## src/hw/acg_pkg.sv

```systemverilog
// Constants and carrier types for the bus-one peripheral clock select and gate block
package acg_pkg;

   // ****************************************
   // Register map
   // ****************************************
   localparam logic [7:0] CTRL_OFF = 8'h30;
   localparam logic [31:0] CTRL_RST = 32'h0000_0000;
   // Writable bits; 31:25, 15:14 and 2 stay zero
   localparam logic [31:0] CTRL_WMASK = 32'h01ff_3ffb;

   // ****************************************
   // Field positions
   // ****************************************
   localparam int ADC_SEL = 24;
   localparam int PAIR01_SEL = 20;
   localparam int TMR_SEL_HI = 19;
   localparam int TMR_SEL_LO = 18;
   localparam int WWDT_SEL = 17;
   localparam int WDT_SEL = 16;
   localparam int MILLI_EN = 13;
   localparam int TMR_GATE = 12;
   localparam int WWDT_GATE = 11;
   localparam int WDT_GATE = 10;
   localparam int ADC_GATE = 9;
   localparam int PBUS_GATE = 8;
   localparam int PAIR01_GATE = 4;
   localparam int UART_GATE = 3;
   localparam int SPI_GATE = 1;
   localparam int I2C_GATE = 0;
   localparam int PAIR_CNT = 4;

   // ****************************************
   // Source codes
   // ****************************************
   localparam logic [1:0] TMR_SRC_BUS = 2'h0;
   localparam logic [1:0] TMR_SRC_LOW = 2'h1;

   // ****************************************
   // Carriers
   // ****************************************
   // Source clocks as one-cycle enable pulses on the bus clock
   typedef struct packed {
      logic analog;
      logic high;
      logic low;
      logic milli;
   } acg_src_t;

   // Gated clock enables handed to the peripherals
   typedef struct packed {
      logic adc;
      logic [3:0] pair;
      logic timer;
      logic wwdt;
      logic wdt;
      logic pwm_bus;
      logic uart;
      logic spi;
      logic i2c;
   } acg_gate_t;

endpackage

```

## src/hw/acg_clock_gate_select.sv

```systemverilog
// Bus-one peripheral clock source select and clock gate register with its enable outputs
//
// Functional notes
// - Control register at 0x30, read-write, resets to all zero so all gated.
// - Bit 24 picks ADC clock: zero analog block, one high-speed crystal.
// - Bits 23..20 pick PWM pair clocks: zero bus clock, one low-speed.
// - Bits 19:18 pick timer0: 00 bus, 01 low-speed, 1x external pin.
// - Bit 17 picks window watchdog: zero millisecond tick, one low-speed.
// - Bit 16 picks watchdog: zero low-speed, one millisecond tick.
// - Each enable bit stops its clock at zero, runs it at one.
// - Bit 8 gates the PWM bus-interface clock on its own.
//
// The strobed register port was chosen for this implementation.
`timescale 1ns/10ps
module acg_clock_gate_select #(
   parameter int ADDR_W = 8
) (
   // Clock and reset
   input wire logic clock,
   input wire logic rst_n,
   // Register port
   input wire logic [ADDR_W-1:0] addr,
   input wire logic [31:0] wdata,
   input wire logic wr_en,
   input wire logic rd_en,
   output logic [31:0] rdata,
   // Source clock enables
   input wire acg_pkg::acg_src_t src,
   input wire logic first_timer_external_input,
   // Gated peripheral clock enables
   output acg_pkg::acg_gate_t gates
);

   // ****************************************
   // Register decode
   // ****************************************
   function automatic logic ctrl_hit(input logic [ADDR_W-1:0] a);
      ctrl_hit = (a == ADDR_W'(acg_pkg::CTRL_OFF));
   endfunction

   logic [31:0] ctrl_q;
   logic [31:0] rdata_q;

   always_ff @(posedge clock or negedge rst_n) begin
      if (!rst_n) ctrl_q <= acg_pkg::CTRL_RST;
      else if (wr_en && ctrl_hit(addr)) ctrl_q <= wdata & acg_pkg::CTRL_WMASK;
   end

   // Unmapped reads answer zero
   always_ff @(posedge clock or negedge rst_n) begin
      if (!rst_n) rdata_q <= 32'h0000_0000;
      else if (rd_en && ctrl_hit(addr)) rdata_q <= ctrl_q;
      else rdata_q <= 32'h0000_0000;
   end

   assign rdata = rdata_q;

   // ****************************************
   // External timer pin conditioning
   // ****************************************
   logic ext_s1_q;
   logic ext_s2_q;
   logic ext_s3_q;
   logic ext_lvl_q;
   logic ext_pulse_q;
   logic ext_agree;

   always_ff @(posedge clock or negedge rst_n) begin
      if (!rst_n) begin
         ext_s1_q <= 1'b0;
         ext_s2_q <= 1'b0;
         ext_s3_q <= 1'b0;
      end else begin
         ext_s1_q <= first_timer_external_input;
         ext_s2_q <= ext_s1_q;
         ext_s3_q <= ext_s2_q;
      end
   end

   assign ext_agree = (ext_s2_q == ext_s3_q);

   always_ff @(posedge clock or negedge rst_n) begin
      if (!rst_n) ext_lvl_q <= 1'b0;
      else if (ext_agree) ext_lvl_q <= ext_s2_q;
   end

   // One enable pulse per settled rising edge of the pin
   always_ff @(posedge clock or negedge rst_n) begin
      if (!rst_n) ext_pulse_q <= 1'b0;
      else ext_pulse_q <= ext_agree && ext_s2_q && !ext_lvl_q;
   end

   // ****************************************
   // Source gating
   // ****************************************
   // Millisecond tick reaches the watchdogs only while its own enable is set
   logic milli_g;
   assign milli_g = src.milli && ctrl_q[acg_pkg::MILLI_EN];

   // ****************************************
   // Selected and gated kernel clocks
   // ****************************************
   logic adc_en;
   logic [3:0] pair_en;
   logic tmr_en;
   logic wwdt_en;
   logic wdt_en;

   acg_clk_slot #(.NSRC(2), .SW(1)) u_adc (
      .clock(clock),
      .rst_n(rst_n),
      .src_en({src.high, src.analog}),
      .sel(ctrl_q[acg_pkg::ADC_SEL]),
      .gate(ctrl_q[acg_pkg::ADC_GATE]),
      .clk_en(adc_en)
   );

   // Bus clock is always running, so its enable is a constant one
   for (genvar i = 0; i < acg_pkg::PAIR_CNT; i++) begin : g_pair
      acg_clk_slot #(.NSRC(2), .SW(1)) u_pair (
         .clock(clock),
         .rst_n(rst_n),
         .src_en({src.low, 1'b1}),
         .sel(ctrl_q[acg_pkg::PAIR01_SEL + i]),
         .gate(ctrl_q[acg_pkg::PAIR01_GATE + i]),
         .clk_en(pair_en[i])
      );
   end

   acg_clk_slot #(.NSRC(4), .SW(2)) u_tmr (
      .clock(clock),
      .rst_n(rst_n),
      .src_en({ext_pulse_q, ext_pulse_q, src.low, 1'b1}),
      .sel(ctrl_q[acg_pkg::TMR_SEL_HI:acg_pkg::TMR_SEL_LO]),
      .gate(ctrl_q[acg_pkg::TMR_GATE]),
      .clk_en(tmr_en)
   );

   acg_clk_slot #(.NSRC(2), .SW(1)) u_wwdt (
      .clock(clock),
      .rst_n(rst_n),
      .src_en({src.low, milli_g}),
      .sel(ctrl_q[acg_pkg::WWDT_SEL]),
      .gate(ctrl_q[acg_pkg::WWDT_GATE]),
      .clk_en(wwdt_en)
   );

   acg_clk_slot #(.NSRC(2), .SW(1)) u_wdt (
      .clock(clock),
      .rst_n(rst_n),
      .src_en({milli_g, src.low}),
      .sel(ctrl_q[acg_pkg::WDT_SEL]),
      .gate(ctrl_q[acg_pkg::WDT_GATE]),
      .clk_en(wdt_en)
   );

   // ****************************************
   // Output assembly
   // ****************************************
   // Bus-clocked gates are register bits, already flops
   always_comb begin
      gates.adc = adc_en;
      gates.pair = pair_en;
      gates.timer = tmr_en;
      gates.wwdt = wwdt_en;
      gates.wdt = wdt_en;
      gates.pwm_bus = ctrl_q[acg_pkg::PBUS_GATE];
      gates.uart = ctrl_q[acg_pkg::UART_GATE];
      gates.spi = ctrl_q[acg_pkg::SPI_GATE];
      gates.i2c = ctrl_q[acg_pkg::I2C_GATE];
   end
endmodule // acg_clock_gate_select

```

## src/hw/acg_clk_slot.sv

```systemverilog
// One selectable, gated clock enable with a clean hand-over between sources
`timescale 1ns/10ps
module acg_clk_slot #(
   parameter int NSRC = 2,
   parameter int SW = 1
) (
   // Clock and reset
   input wire logic clock,
   input wire logic rst_n,
   // Sources and control
   input wire logic [NSRC-1:0] src_en,
   input wire logic [SW-1:0] sel,
   input wire logic gate,
   // Gated enable
   output logic clk_en
);

   // ****************************************
   // Hand-over state
   // ****************************************
   typedef enum logic [2:0] {
      ST_OFF = 3'b001,
      ST_WAIT = 3'b010,
      ST_RUN = 3'b100
   } acg_slot_st_t;

   acg_slot_st_t st_q;
   acg_slot_st_t st_d;
   logic [SW-1:0] sel_q;
   logic chg;
   logic pick;

   assign chg = (sel != sel_q);
   assign pick = src_en[sel];

   // Waiting for a fresh pulse of the new source drops any partial period
   always_comb begin
      st_d = st_q;
      unique case (st_q)
         ST_OFF: begin
            if (gate) st_d = ST_WAIT;
         end
         ST_WAIT: begin
            if (!gate) st_d = ST_OFF;
            else if (!chg && pick) st_d = ST_RUN;
         end
         ST_RUN: begin
            if (!gate) st_d = ST_OFF;
            else if (chg) st_d = ST_WAIT;
         end
      endcase
   end

   always_ff @(posedge clock or negedge rst_n) begin
      if (!rst_n) st_q <= ST_OFF;
      else st_q <= st_d;
   end

   always_ff @(posedge clock or negedge rst_n) begin
      if (!rst_n) sel_q <= '0;
      else sel_q <= sel;
   end

   always_ff @(posedge clock or negedge rst_n) begin
      if (!rst_n) clk_en <= 1'b0;
      else clk_en <= (st_q == ST_RUN) && gate && !chg && pick;
   end

endmodule // acg_clk_slot

```

## config.mk

```make
export PLATFORM = sky130hd
export DESIGN_NAME = acg_clock_gate_select
export DESIGN_NICKNAME = d
export VERILOG_FILES = /design/src/hw/acg_pkg.sv /design/src/hw/acg_clock_gate_select.sv /design/src/hw/acg_clk_slot.sv
export SDC_FILE = /design/constraint.sdc
export NUM_CORES = 1
export LEC_CHECK = 0
export BUFFER_PORTS_ARGS = -buffer_cell sky130_fd_sc_hd__buf_2
export CORE_UTILIZATION = 57
export CTS_CLUSTER_SIZE = 25
export DETAILED_ROUTE_END_ITERATION = 10
export PLACE_DENSITY = 0.84
export REMOVE_ABC_BUFFERS = 1
export SKIP_LAST_GASP = 1
export SLEW_MARGIN = 20
export SYNTH_ARGS = -nofsm -noshare
export SYNTH_HDL_FRONTEND = slang
export SYNTH_SLANG_ARGS = --single-unit
```

## constraint.sdc

```tcl
create_clock -name clock -period 2.8 [get_ports clock]
set_clock_uncertainty 0.05 [all_clocks]
set_input_delay 0.7 -clock clock [delete_from_list [all_inputs] [get_ports clock]]
set_output_delay 0.7 -clock clock [all_outputs]
set_load 0.01 [all_outputs]
```

* Yosys cells after proc, flatten, opt, wreduce, memory -nomap -nowiden
Index checks and enable logic that the tools add are counted.
Widths: inputs -> output; s select.
** Word-level totals
- Register bits :: 93
** Cells by class
- Order comparisons :: 8
- Eq/ne operators :: 58
- Mux-type cells :: 65
- Reductions and logical operators :: 54
** Operators with widths (number)
- $mux 3 :: 40
- $pmux 3 s3 :: 8
- $ne 3x2->1 const B :: 16
- $logic_and 1x1->1 :: 37
- $mux 25 :: 1
- $eq 3x1->1 const B :: 8
- $eq 3x2->1 const B :: 8
- $eq 3x3->1 const B :: 8
- $reduce_and 3->1 :: 8
- $ne 2x2->1 const B :: 8
- $mux 1 :: 15
- $lt 1x2->1 const B :: 7
- $logic_not 1->1 :: 9
- $eq 8x6->1 const B :: 1
- $ne 1x1->1 :: 7
- $lt 2x3->1 const B :: 1
- $bmux 1 s2 :: 1
- $ne 2x2->1 :: 1
- $eq 1x1->1 :: 1

* Depth between registers and ports, before layout
Gate-level depths: netlist of run 1.
- Depth after elaboration :: 7
- Mapped depth :: 5
- Gate-level depth less buffers :: 4

* Modules after synthesis
A second synthesis of run 1 with hierarchy kept.
** Unflattened totals
- Cell total of the unflattened synthesis :: 317
- Area total of the unflattened synthesis :: 4078.9 µm²
** Modules (own cells, without submodules)
- acg_clock_gate_select :: times used 1, cells an instance 125, area each 1956.9 µm², sequential area each 1226.2 µm²
- acg_clk_slot at g_pair[0].u_pair ... :: times used 6, cells an instance 23, area each 255.2 µm², sequential area each 126.4 µm²
- acg_clk_slot at u_tmr :: times used 1, cells an instance 30, area each 314.1 µm², sequential area each 151.4 µm²
- acg_clk_slot at u_wwdt :: times used 1, cells an instance 24, area each 276.5 µm², sequential area each 126.4 µm²

* Worst setup path after synthesis of run 1
Ideal clock, no wire load.
- Path type :: input port to flip-flop
- Start point :: input addr[1]
- End point :: register ctrl_q[10]
- Arrival :: 2.031 ns
- Data required time :: 2.625 ns
- Slack :: 0.594 ns
- Stages on the path :: 5
- Cells stage by stage :: or4_4 nor4_4 nand2_2 buf_6 mux2_4
** On the way
- Word-level cells in the longest chain between the ends :: 2
** Ends and longest elaborated chain
- from (decl) :: RTL line acg_clock_gate_select.sv:22 : input wire logic [ADDR_W-1:0] addr,
- $eq 8x6->1 :: RTL line acg_clock_gate_select.sv:38 : ctrl_hit = (a == ADDR_W'(acg_pkg::CTRL_OFF));
- $logic_and 1x1->1 :: RTL line acg_clock_gate_select.sv:46 : else if (wr_en && ctrl_hit(addr)) ctrl_q <= wdata & acg_pkg::CTRL_WMASK;
- to (signal assigned) :: RTL line acg_clock_gate_select.sv:45 : if (!rst_n) ctrl_q <= acg_pkg::CTRL_RST;
- to (signal assigned) :: RTL line acg_clock_gate_select.sv:46
- to (decl) :: RTL line acg_clock_gate_select.sv:41 : logic [31:0] ctrl_q;
Every way passes these cells.
A chain may end at the register's enable or synchronous reset.

* Worst setup path after layout of run 1
- Start point :: input addr[1]
- End point :: register ctrl_q[3]
Same word-level chain as after synthesis.

==> out/metrics.csv, run 1 <==
stage;metric;value;unit
placement;DP Wirelength;4760;um
pwr;VDD IR-drop max;0.433;mV
floorplan;Rows;29;
clock_network;Root Buffer;clkbuf_8;
clock_network;Clk pin slew, worst setup/hold paths;0.08;ns
critical_path;worst path bufs/invs;2;
yosys;mapped cell area;3870;um2
yosys;Area contributors post-synth;dfrtp_1 53%, mux2_4 7.7%, dfstp_2 5.4%;
clock_network;Hold-fix buffers, CTS;0;
routing;wire length per cell;15.1;um
sta;final setup fails;0;
sta;Slew @ Worst Pin;0.675;ns
yosys;top cells by count, synth;82 x dfrtp_1, 24 x nor2_1, 22 x and3_1, 22 x buf_4, 20 x mux2_4;
sta;fin crit share;0.768;
critical_path;Worst setup SP type;input pin;
status;failing checks;design-rule violations;
sta;min cycle time layout;2.15;ns
critical_path;CP Depth;6;
sta;final hold violation count;0;
floorplan;total die area;7130;um2
sta;Max-Slew Margin vs Limit;0.550;
global_routing;Total GRT Usage;0.217;
critical_path;max incr delay on CP;0.53;ns
global_routing;first-pass GRT wire length;11800;um
cells_and_area;Syn-to-layout area delta;14.3;%
global_routing;vias in the first global route;2570;
critical_path;crit-path max FO;10;
hold_path;Worst Hold Class;register to register;
critical_path;FF-to-FF path depth;4;
cells_and_area;Nets;431;
yosys;syn avg cell area;12.4;um2
cells_and_area;Antenna Cells;0;
yosys;register area share after synthesis;0.584;
yosys;Mapped Cells;313;
routing;Antenna Nets Post-Route;0;
sta;setup_tns;0;ns
critical_path;CP endpoint kind;register;
critical_path;Req. time, crit path;2.99;ns
critical_path;slowest cell on the critical path;or4_4;
clock_network;CTS Sinks;90;
clock_network;worst skew pair latency;0.36;ns
routing;DRT Wirelength;6970;um
global_routing;Overflow after GRT;0;
routing;drt initial violations;120;
yosys;count of flip-flops with a built-in enable after synthesis;0;
routing;via count;2546;
cells_and_area;layout cells sized above 1;0.345;
hold_path;Hold Path End;ext_s2_q;
yosys;asr flop ratio synth;1.00;
critical_path;CP Data Arrival Time;2.34;ns
clock_network;post_cts resized;0;
yosys;top_reg_cell synth;dfrtp_1;
floorplan;die height;84.5;um
sta;final worst slack;0.649;ns
clock_network;cts bufs inserted;9;
critical_path;Worst R2R Setup Slack;1.20;ns
yosys;Yosys top cell area share;0.530;
yosys;#FFs+latches synth;90;
critical_path;CP top delay family;simple AND/OR/NAND/NOR gates;
floorplan;Ports;93;
sta;RSZ-0062 raised after global routing;no;
sta;hold_ws;0.303;ns
pwr;Leak Pwr;0.00236;uW
sta;max frequency;465;MHz
run;Max-cap violations;0;
hold_path;hold path start;ext_s1_q;
global_routing;initial antenna violation count;0;
critical_path;reg2reg start;ctrl_q[22];
sta;Max Slew Vio Count;0;
routing;DR pass1 iterations;9;
hold_path;Hold Crit Depth;0;
yosys;Synth area leader;dfrtp_1;
placement;IO buf count;72;
routing;DRC;8;
critical_path;classification of the worst setup path;input pin to register;
placement;GPL Wtd Cong;0.765;
yosys;most frequent cell after synthesis;dfrtp_1;
floorplan;Die Width;84.5;um
placement;Setup WS pre-CTS;0.275;ns
critical_path;FF-to-FF End;g_pair[2].u_pair.st_q[2];
yosys;Synth Warn #;0;
floorplan;core box area;6460;um2
floorplan;Initial Utilization;0.600;
yosys;synth unique cells;50;
routing;Vias/cell;5.50;
clock_network;Clock Tree Buf Depth;2;
pwr;power per cell area;740;nW/um2
status;outcome;finished, violations left;
clock_network;post-CTS setup buffers;0;
critical_path;worst path cell trace;buf_2 -> or4_4 -> nor4_4 -> nand2_2 -> buf_4 -> mux2_4;
global_routing;pin count of the biggest net entering global routing;55;
clock_network;CTS HTree Levels;3;
clock_network;CTS tree;yes;
-- how the worst max path moves through the flow --
stage	start	endpoint	slack, ns
floorplan	addr[1]	ctrl_q[10]	0.02
global placement	addr[1]	ctrl_q[7]	0.32
detailed placement	addr[1]	ctrl_q[3]	0.27
CTS	addr[1]	ctrl_q[3]	0.64
global route	addr[1]	ctrl_q[5]	0.61
finish	addr[1]	ctrl_q[3]	0.65
-- per-stage QoR --
stage                      util  cells  instance area (um2)  power (uW)
after floorplan               -    293                 3700        2160
after global routing      0.686    463                 4430        3470
after global placement    0.652    447                 4210        2290
final                     0.686    463                 4430        3280
after detailed placement  0.652    447                 4210        2340
after CTS                 0.686    463                 4430        3300
-- kinds of logic (layout without fill, tap and decap cells) --
family                   count (synthesis)  after routing  share of synthesized area
XOR/XNOR                                15             15                     0.0339
other                                    1             10                   0.000968
flip-flops                              90             90                      0.584
adder cells (fa/ha/maj)                  1              1                    0.00323
AND/OR/NAND/NOR                        103            103                      0.155
multiplexers                            23             23                     0.0862
AO/OA/AOI/OAI                           48             48                     0.0804
buffers and inverters                   32             96                     0.0562
-- layer usage --
| metal | up-vias | global-route usage | wire length [um] |
|---|---|---|---|
| met1 | 1241 | 0.283 | 3110 |
| met3 | 12 | 0.0511 | 413 |
| li1 | 1205 | - | - |
| met2 | 88 | 0.349 | 3320 |
| met4 | 0 | 0.102 | 132 |
| met5 | - | 0 | 0 |
-- sequential cells by signal, indices dropped and copies added, names as in the netlist, 2 cells and up --
signal	flops
ctrl_q	22
u_adc.st_q	3
u_wwdt.st_q	3
rdata	22
u_tmr.st_q	3
u_tmr.sel_q	2
g_pair.u_pair.st_q	12
g_pair.u_pair.sel_q	4
u_wdt.st_q	3
g_pair.u_pair.clk_en	4
-- cells in the final DEF (no fill, tap or decap), types with 3 or more instances in the layout --
cell	netlist	layout
and3_1	22	22
buf_2	0	71
o31ai_1	3	3
nor2b_1	3	3
dfrtp_1	82	82
a21oi_1	13	13
nand2_1	11	11
nand2b_1	11	11
nor4b_1	3	3
xor2_1	8	8
inv_1	3	3
dfstp_2	8	8
a31o_2	3	3
clkbuf_8	0	10
buf_4	22	5
conb_1	1	10
mux2_4	20	20
nand3_1	6	6
xnor2_1	7	7
nor2_1	24	24
mux2_2	3	3
o21ai_0	13	13
-- area by class of cell --
class | instances | area, um2
flip-flops and latches | 90 | 2260
repair buffers | 77 | 413
well taps | 77 | 96.3
clock buffers | 11 | 141
fillers | 482 | 2030
clock inverters | 5 | 77.6
multi-input cells | 200 | 1430
inverters | 3 | 11.3
-- where the power goes --
part	leakage, uW	switching (uW)	internal, uW
clock	0.000109	435	524
sequential	0.00120	179	1500
combinational	0.00106	296	341
total	0.00236	910	2370
Note: power is estimated with default switching activity, not from simulation.
==> run 2, diff against run 1 <==
--- a/config.mk
+++ b/config.mk
@@ -5,11 +5,12 @@
 export SDC_FILE = /design/constraint.sdc
 export NUM_CORES = 1
 export LEC_CHECK = 0
+export ABC_AREA = 1
 export BUFFER_PORTS_ARGS = -buffer_cell sky130_fd_sc_hd__buf_2
-export CORE_UTILIZATION = 57
+export CORE_UTILIZATION = 53
 export CTS_CLUSTER_SIZE = 25
 export DETAILED_ROUTE_END_ITERATION = 10
-export PLACE_DENSITY = 0.84
+export PLACE_DENSITY = 0.79
 export REMOVE_ABC_BUFFERS = 1
 export SKIP_LAST_GASP = 1
 export SLEW_MARGIN = 20
==> constraint.sdc (replaced) <==
create_clock -name clock -period 2 [get_ports clock]
set_clock_uncertainty 0.05 [all_clocks]
set_input_delay 0.5 -clock clock [delete_from_list [all_inputs] [get_ports clock]]
set_output_delay 0.5 -clock clock [all_outputs]
set_load 0.01 [all_outputs]
==> out/metrics.csv, run 2 <==
stage;metric;value;unit;change
cells_and_area;layout cells sized above 1;0.200;;was 0.345
placement;Placed Cells;581;;was 447
global_routing;Total GRT Usage;0.205;;was 0.217
yosys;syn avg cell area;8.95;um2;was 12.4 um2
critical_path;slowest cell on the critical path;dfrtp_1;;was or4_4
yosys;top cells by count, synth;92 x nand2_1, 82 x dfrtp_1, 71 x nor2_1;;was 82 x dfrtp_1, 24 x nor2_1, 22 x and3_1, 22 x buf_4, 20 x mux2_4
cells_and_area;Syn-to-layout area delta;13.3;%;was 14.3%
placement;GPL Wtd Cong;0.827;;was 0.765
global_routing;Overflow after GRT;0;;unchanged
clock_network;Root Buffer;clkbuf_8;;unchanged
placement;Area after DPL;4170;um2;was 4210 um2
clock_network;cts bufs inserted;9;;unchanged
pwr;Pint;3010;uW;was 2370 uW
floorplan;Initial Utilization;0.556;;was 0.600
global_routing;pin count of the biggest net entering global routing;45;;was 55
routing;DRT Wirelength;6970;um;unchanged
floorplan;Die Width;87.1;um;was 84.5 um
floorplan;core box area;6910;um2;was 6460 um2
yosys;Mapped Cells;429;;was 313
yosys;mapped cell area;3840;um2;was 3870 um2
global_routing;initial antenna violation count;0;;unchanged
yosys;xor and xnor area share after synthesis;0.00456;;was 0.0339
critical_path;CP Data Arrival Time;0.88;ns;was 2.34 ns
placement;DP Wirelength;4970;um;was 4760 um
pwr;Gate power share;0.233;;was 0.194
yosys;count of flip-flops with a built-in enable after synthesis;0;;unchanged
critical_path;CP Depth;1;;was 6
hold_path;Worst Hold Class;input pin to asynchronous set/reset pin;;was register to register
sta;fin crit share;0.713;;
cells_and_area;Nets;546;;was 431
cells_and_area;Layout fillers;614;;was 482
routing;drt initial violations;151;;was 120
yosys;top_reg_cell synth;dfrtp_1;;unchanged
critical_path;Worst R2R Setup Slack;0.76;ns;was 1.20 ns
status;outcome;finished, final reports clean;;was finished, violations left
critical_path;reg2reg start;ctrl_q[19];;was ctrl_q[22]
global_routing;vias in the first global route;2751;;was 2570
floorplan;die height;87.1;um;was 84.5 um
routing;wire length per cell;11.7;um;was 15.1 um
yosys;asr flop ratio synth;1.00;;unchanged
clock_network;CTS Sinks;90;;unchanged
critical_path;max incr delay on CP;0.39;ns;was 0.53 ns
routing;Antenna Nets Post-Route;0;;unchanged
clock_network;Hold-fix buffers, CTS;0;;unchanged
critical_path;CP top delay family;flip-flops;;was simple AND/OR/NAND/NOR gates
routing;DR pass1 iterations;4;;was 9
pwr;NetSw;1370;uW;was 910 uW
yosys;Synth area leader;dfrtp_1;;unchanged
yosys;Synth Warn #;0;;unchanged
clock_network;Clock Tree Buf Depth;2;;unchanged
sta;max frequency;701;MHz;
pwr;Sequential Power Share;0.502;;was 0.513
critical_path;Worst setup SP type;register;;was input pin
critical_path;worst path cell trace;buf_2;;was buf_2 -> or4_4 -> nor4_4 -> nand2_2 -> buf_4 -> mux2_4
cells_and_area;most frequent cells in the layout;92 x nand2_1, 82 x dfrtp_1, 71 x nor2_1, 71 x buf_2, 62 x inv_1;;was 82 x dfrtp_1, 71 x buf_2, 24 x nor2_1, 22 x and3_1, 20 x mux2_4
sta;final hold violation count;0;;unchanged
floorplan;Ports;93;;unchanged
critical_path;Req. time, crit path;1.45;ns;was 2.99 ns
yosys;Post-Synth Simple-Gate Area;0.228;;was 0.155
pwr;clock power share;0.265;;was 0.293
run;Max-cap violations;0;;unchanged
sta;min cycle time layout;1.43;ns;
critical_path;FF-to-FF path depth;5;;was 4
pwr;VDD IR-drop max;0.522;mV;was 0.433 mV
pwr;Sw Share;0.313;;was 0.278
pwr;power per cell area;1010;nW/um2;was 740 nW/um2
yosys;Synth Area in Adders;0.00326;;was 0.00323
critical_path;crit-path max FO;2;;was 10
cells_and_area;commonest non-fill, non-tap cell in the layout;nand2_1;;was dfrtp_1
clock_network;worst skew pair latency;0.35;ns;was 0.36 ns
floorplan;total die area;7590;um2;was 7130 um2
pwr;Leak Pwr;0.00257;uW;was 0.00236 uW
placement;IO buf count;72;;unchanged
yosys;post-synthesis mux area share;0.00293;;was 0.0862
yosys;Area contributors post-synth;dfrtp_1 53%, nand2_1 9.0%, nor2_1 6.9%;;was dfrtp_1 53%, mux2_4 7.7%, dfstp_2 5.4%
cells_and_area;final instance area;4350;um2;was 4430 um2
yosys;most frequent cell after synthesis;nand2_1;;was dfrtp_1
critical_path;Critical Path End;gates[2];;was ctrl_q[3]
routing;DRC;0;;was 8
clock_network;post-CTS setup buffers;0;;unchanged
cells_and_area;Antenna Cells;0;;unchanged
yosys;register area share after synthesis;0.589;;was 0.584
floorplan;Rows;30;;was 29
clock_network;post_cts resized;0;;unchanged
routing;Vias/cell;4.85;;was 5.50
yosys;Synth Area in Compound Gates;0.0534;;was 0.0804
yosys;synth unique cells;23;;was 50
sta;RSZ-0062 raised after global routing;no;;unchanged
clock_network;CTS tree;yes;;unchanged
cells_and_area;final std cells w/o fill;597;;was 463
critical_path;CP endpoint kind;output port;;was register
clock_network;Clk pin slew, worst setup/hold paths;0.08;ns;about the same
sta;setup_tns;0;ns;unchanged
sta;final setup fails;0;;unchanged
yosys;#FFs+latches synth;90;;unchanged
clock_network;CTS HTree Levels;3;;unchanged
critical_path;classification of the worst setup path;register to output port;;was input pin to register
yosys;Yosys top cell area share;0.534;;was 0.530
critical_path;critical path launch point;ctrl_q[3];;was addr[1]
yosys;main combinational cell family by area after synthesis;simple AND/OR/NAND/NOR gates;;unchanged
sta;Max Slew Vio Count;0;;unchanged
critical_path;FF-to-FF End;u_tmr.st_q[2];;was g_pair[2].u_pair.st_q[2]
routing;via count;2897;;was 2546
global_routing;first-pass GRT wire length;11800;um;about the same
critical_path;worst path bufs/invs;1;;was 2
run 2: changes by cell type after synthesis, sizes merged, moves of 11 or more:
cell,change
nand2,+81
inv,+59
nor2,+48
and3,-22
mux2,-22
nand4,+19
nand2b,-11
nand3,+11
run 2: stage by stage:
step | util | total power (uW) | setup slack (ns) | hold slack (ns)
6_report | 0.630 | 4380 | 0.574 | 0.00940
5_1_grt | 0.630 | 4680 | 0.489 | 0.0193
4_1_cts | 0.630 | 4410 | 0.549 | 0.00837
3_5_place_dp | 0.604 | 3240 | 0.277 | 0.299
3_3_place_gp | 0.604 | 3170 | 0.338 | 0.283
2_1_floorplan | - | 2960 | 0.602 | 0.154
run 2: worst min-delay path by stage:
stage,start,endpoint,slack (ns),depth (start not counted)
floorplan,rst_n,ctrl_q[0],0.15,0
global placement,ext_s1_q,ext_s2_q,0.28,0
detailed placement,ext_s1_q,ext_s2_q,0.30,0
CTS,rst_n,rdata[13],0.008,1
global route,rst_n,ctrl_q[10],0.02,1
finish,rst_n,u_tmr.clk_en,0.009,1
run 2: area by class of cell:
type                            count  area [um2]  area share
Inverter                           62         233      0.0535
Clock inverter                      3        40.0     0.00920
Timing Repair Buffer               75         398      0.0914
Multi-Input combinational cell    258        1160       0.267
Tap cell                           96         120      0.0276
Clock buffer                       13         139      0.0319
Sequential cell                    90        2260       0.520
run 2: worst reg2reg max path, cell delays in order, from the launching register on:
cell	delay, ns
dfrtp_1	0.39
inv_1	0.10
a21boi_0	0.36
nor2_1	0.09
nand3_1	0.10
nand2_1	0.05
run 2: cell families after synthesis:
logic type / Yosys count
fa+ha+maj: 1
buf+inv: 90
xor+xnor: 2
other cells: 1
mux: 1
simple gates: 208
compound gates: 36
flops: 90
run 2: routing by layer:
| layer | GRT usage | part of all wire | vias up |
|---|---|---|---|
| li1 | - | - | 1442 |
| met1 | 0.252 | 0.44 | 1376 |
| met2 | 0.349 | 0.49 | 67 |
| met3 | 0.0569 | 0.044 | 12 |
| met4 | 0.0686 | 0.018 | 0 |
| met5 | 0 | 0 | - |
run 2: power by group through the flow:
stage	Sequential, uW	Combinational [uW]	Clock, uW
floorplan	2210	746	0
global placement	2210	958	0
detailed placement	2230	1020	0
CTS	2200	1020	1190
global route	2230	1190	1270
finish	2200	1020	1160
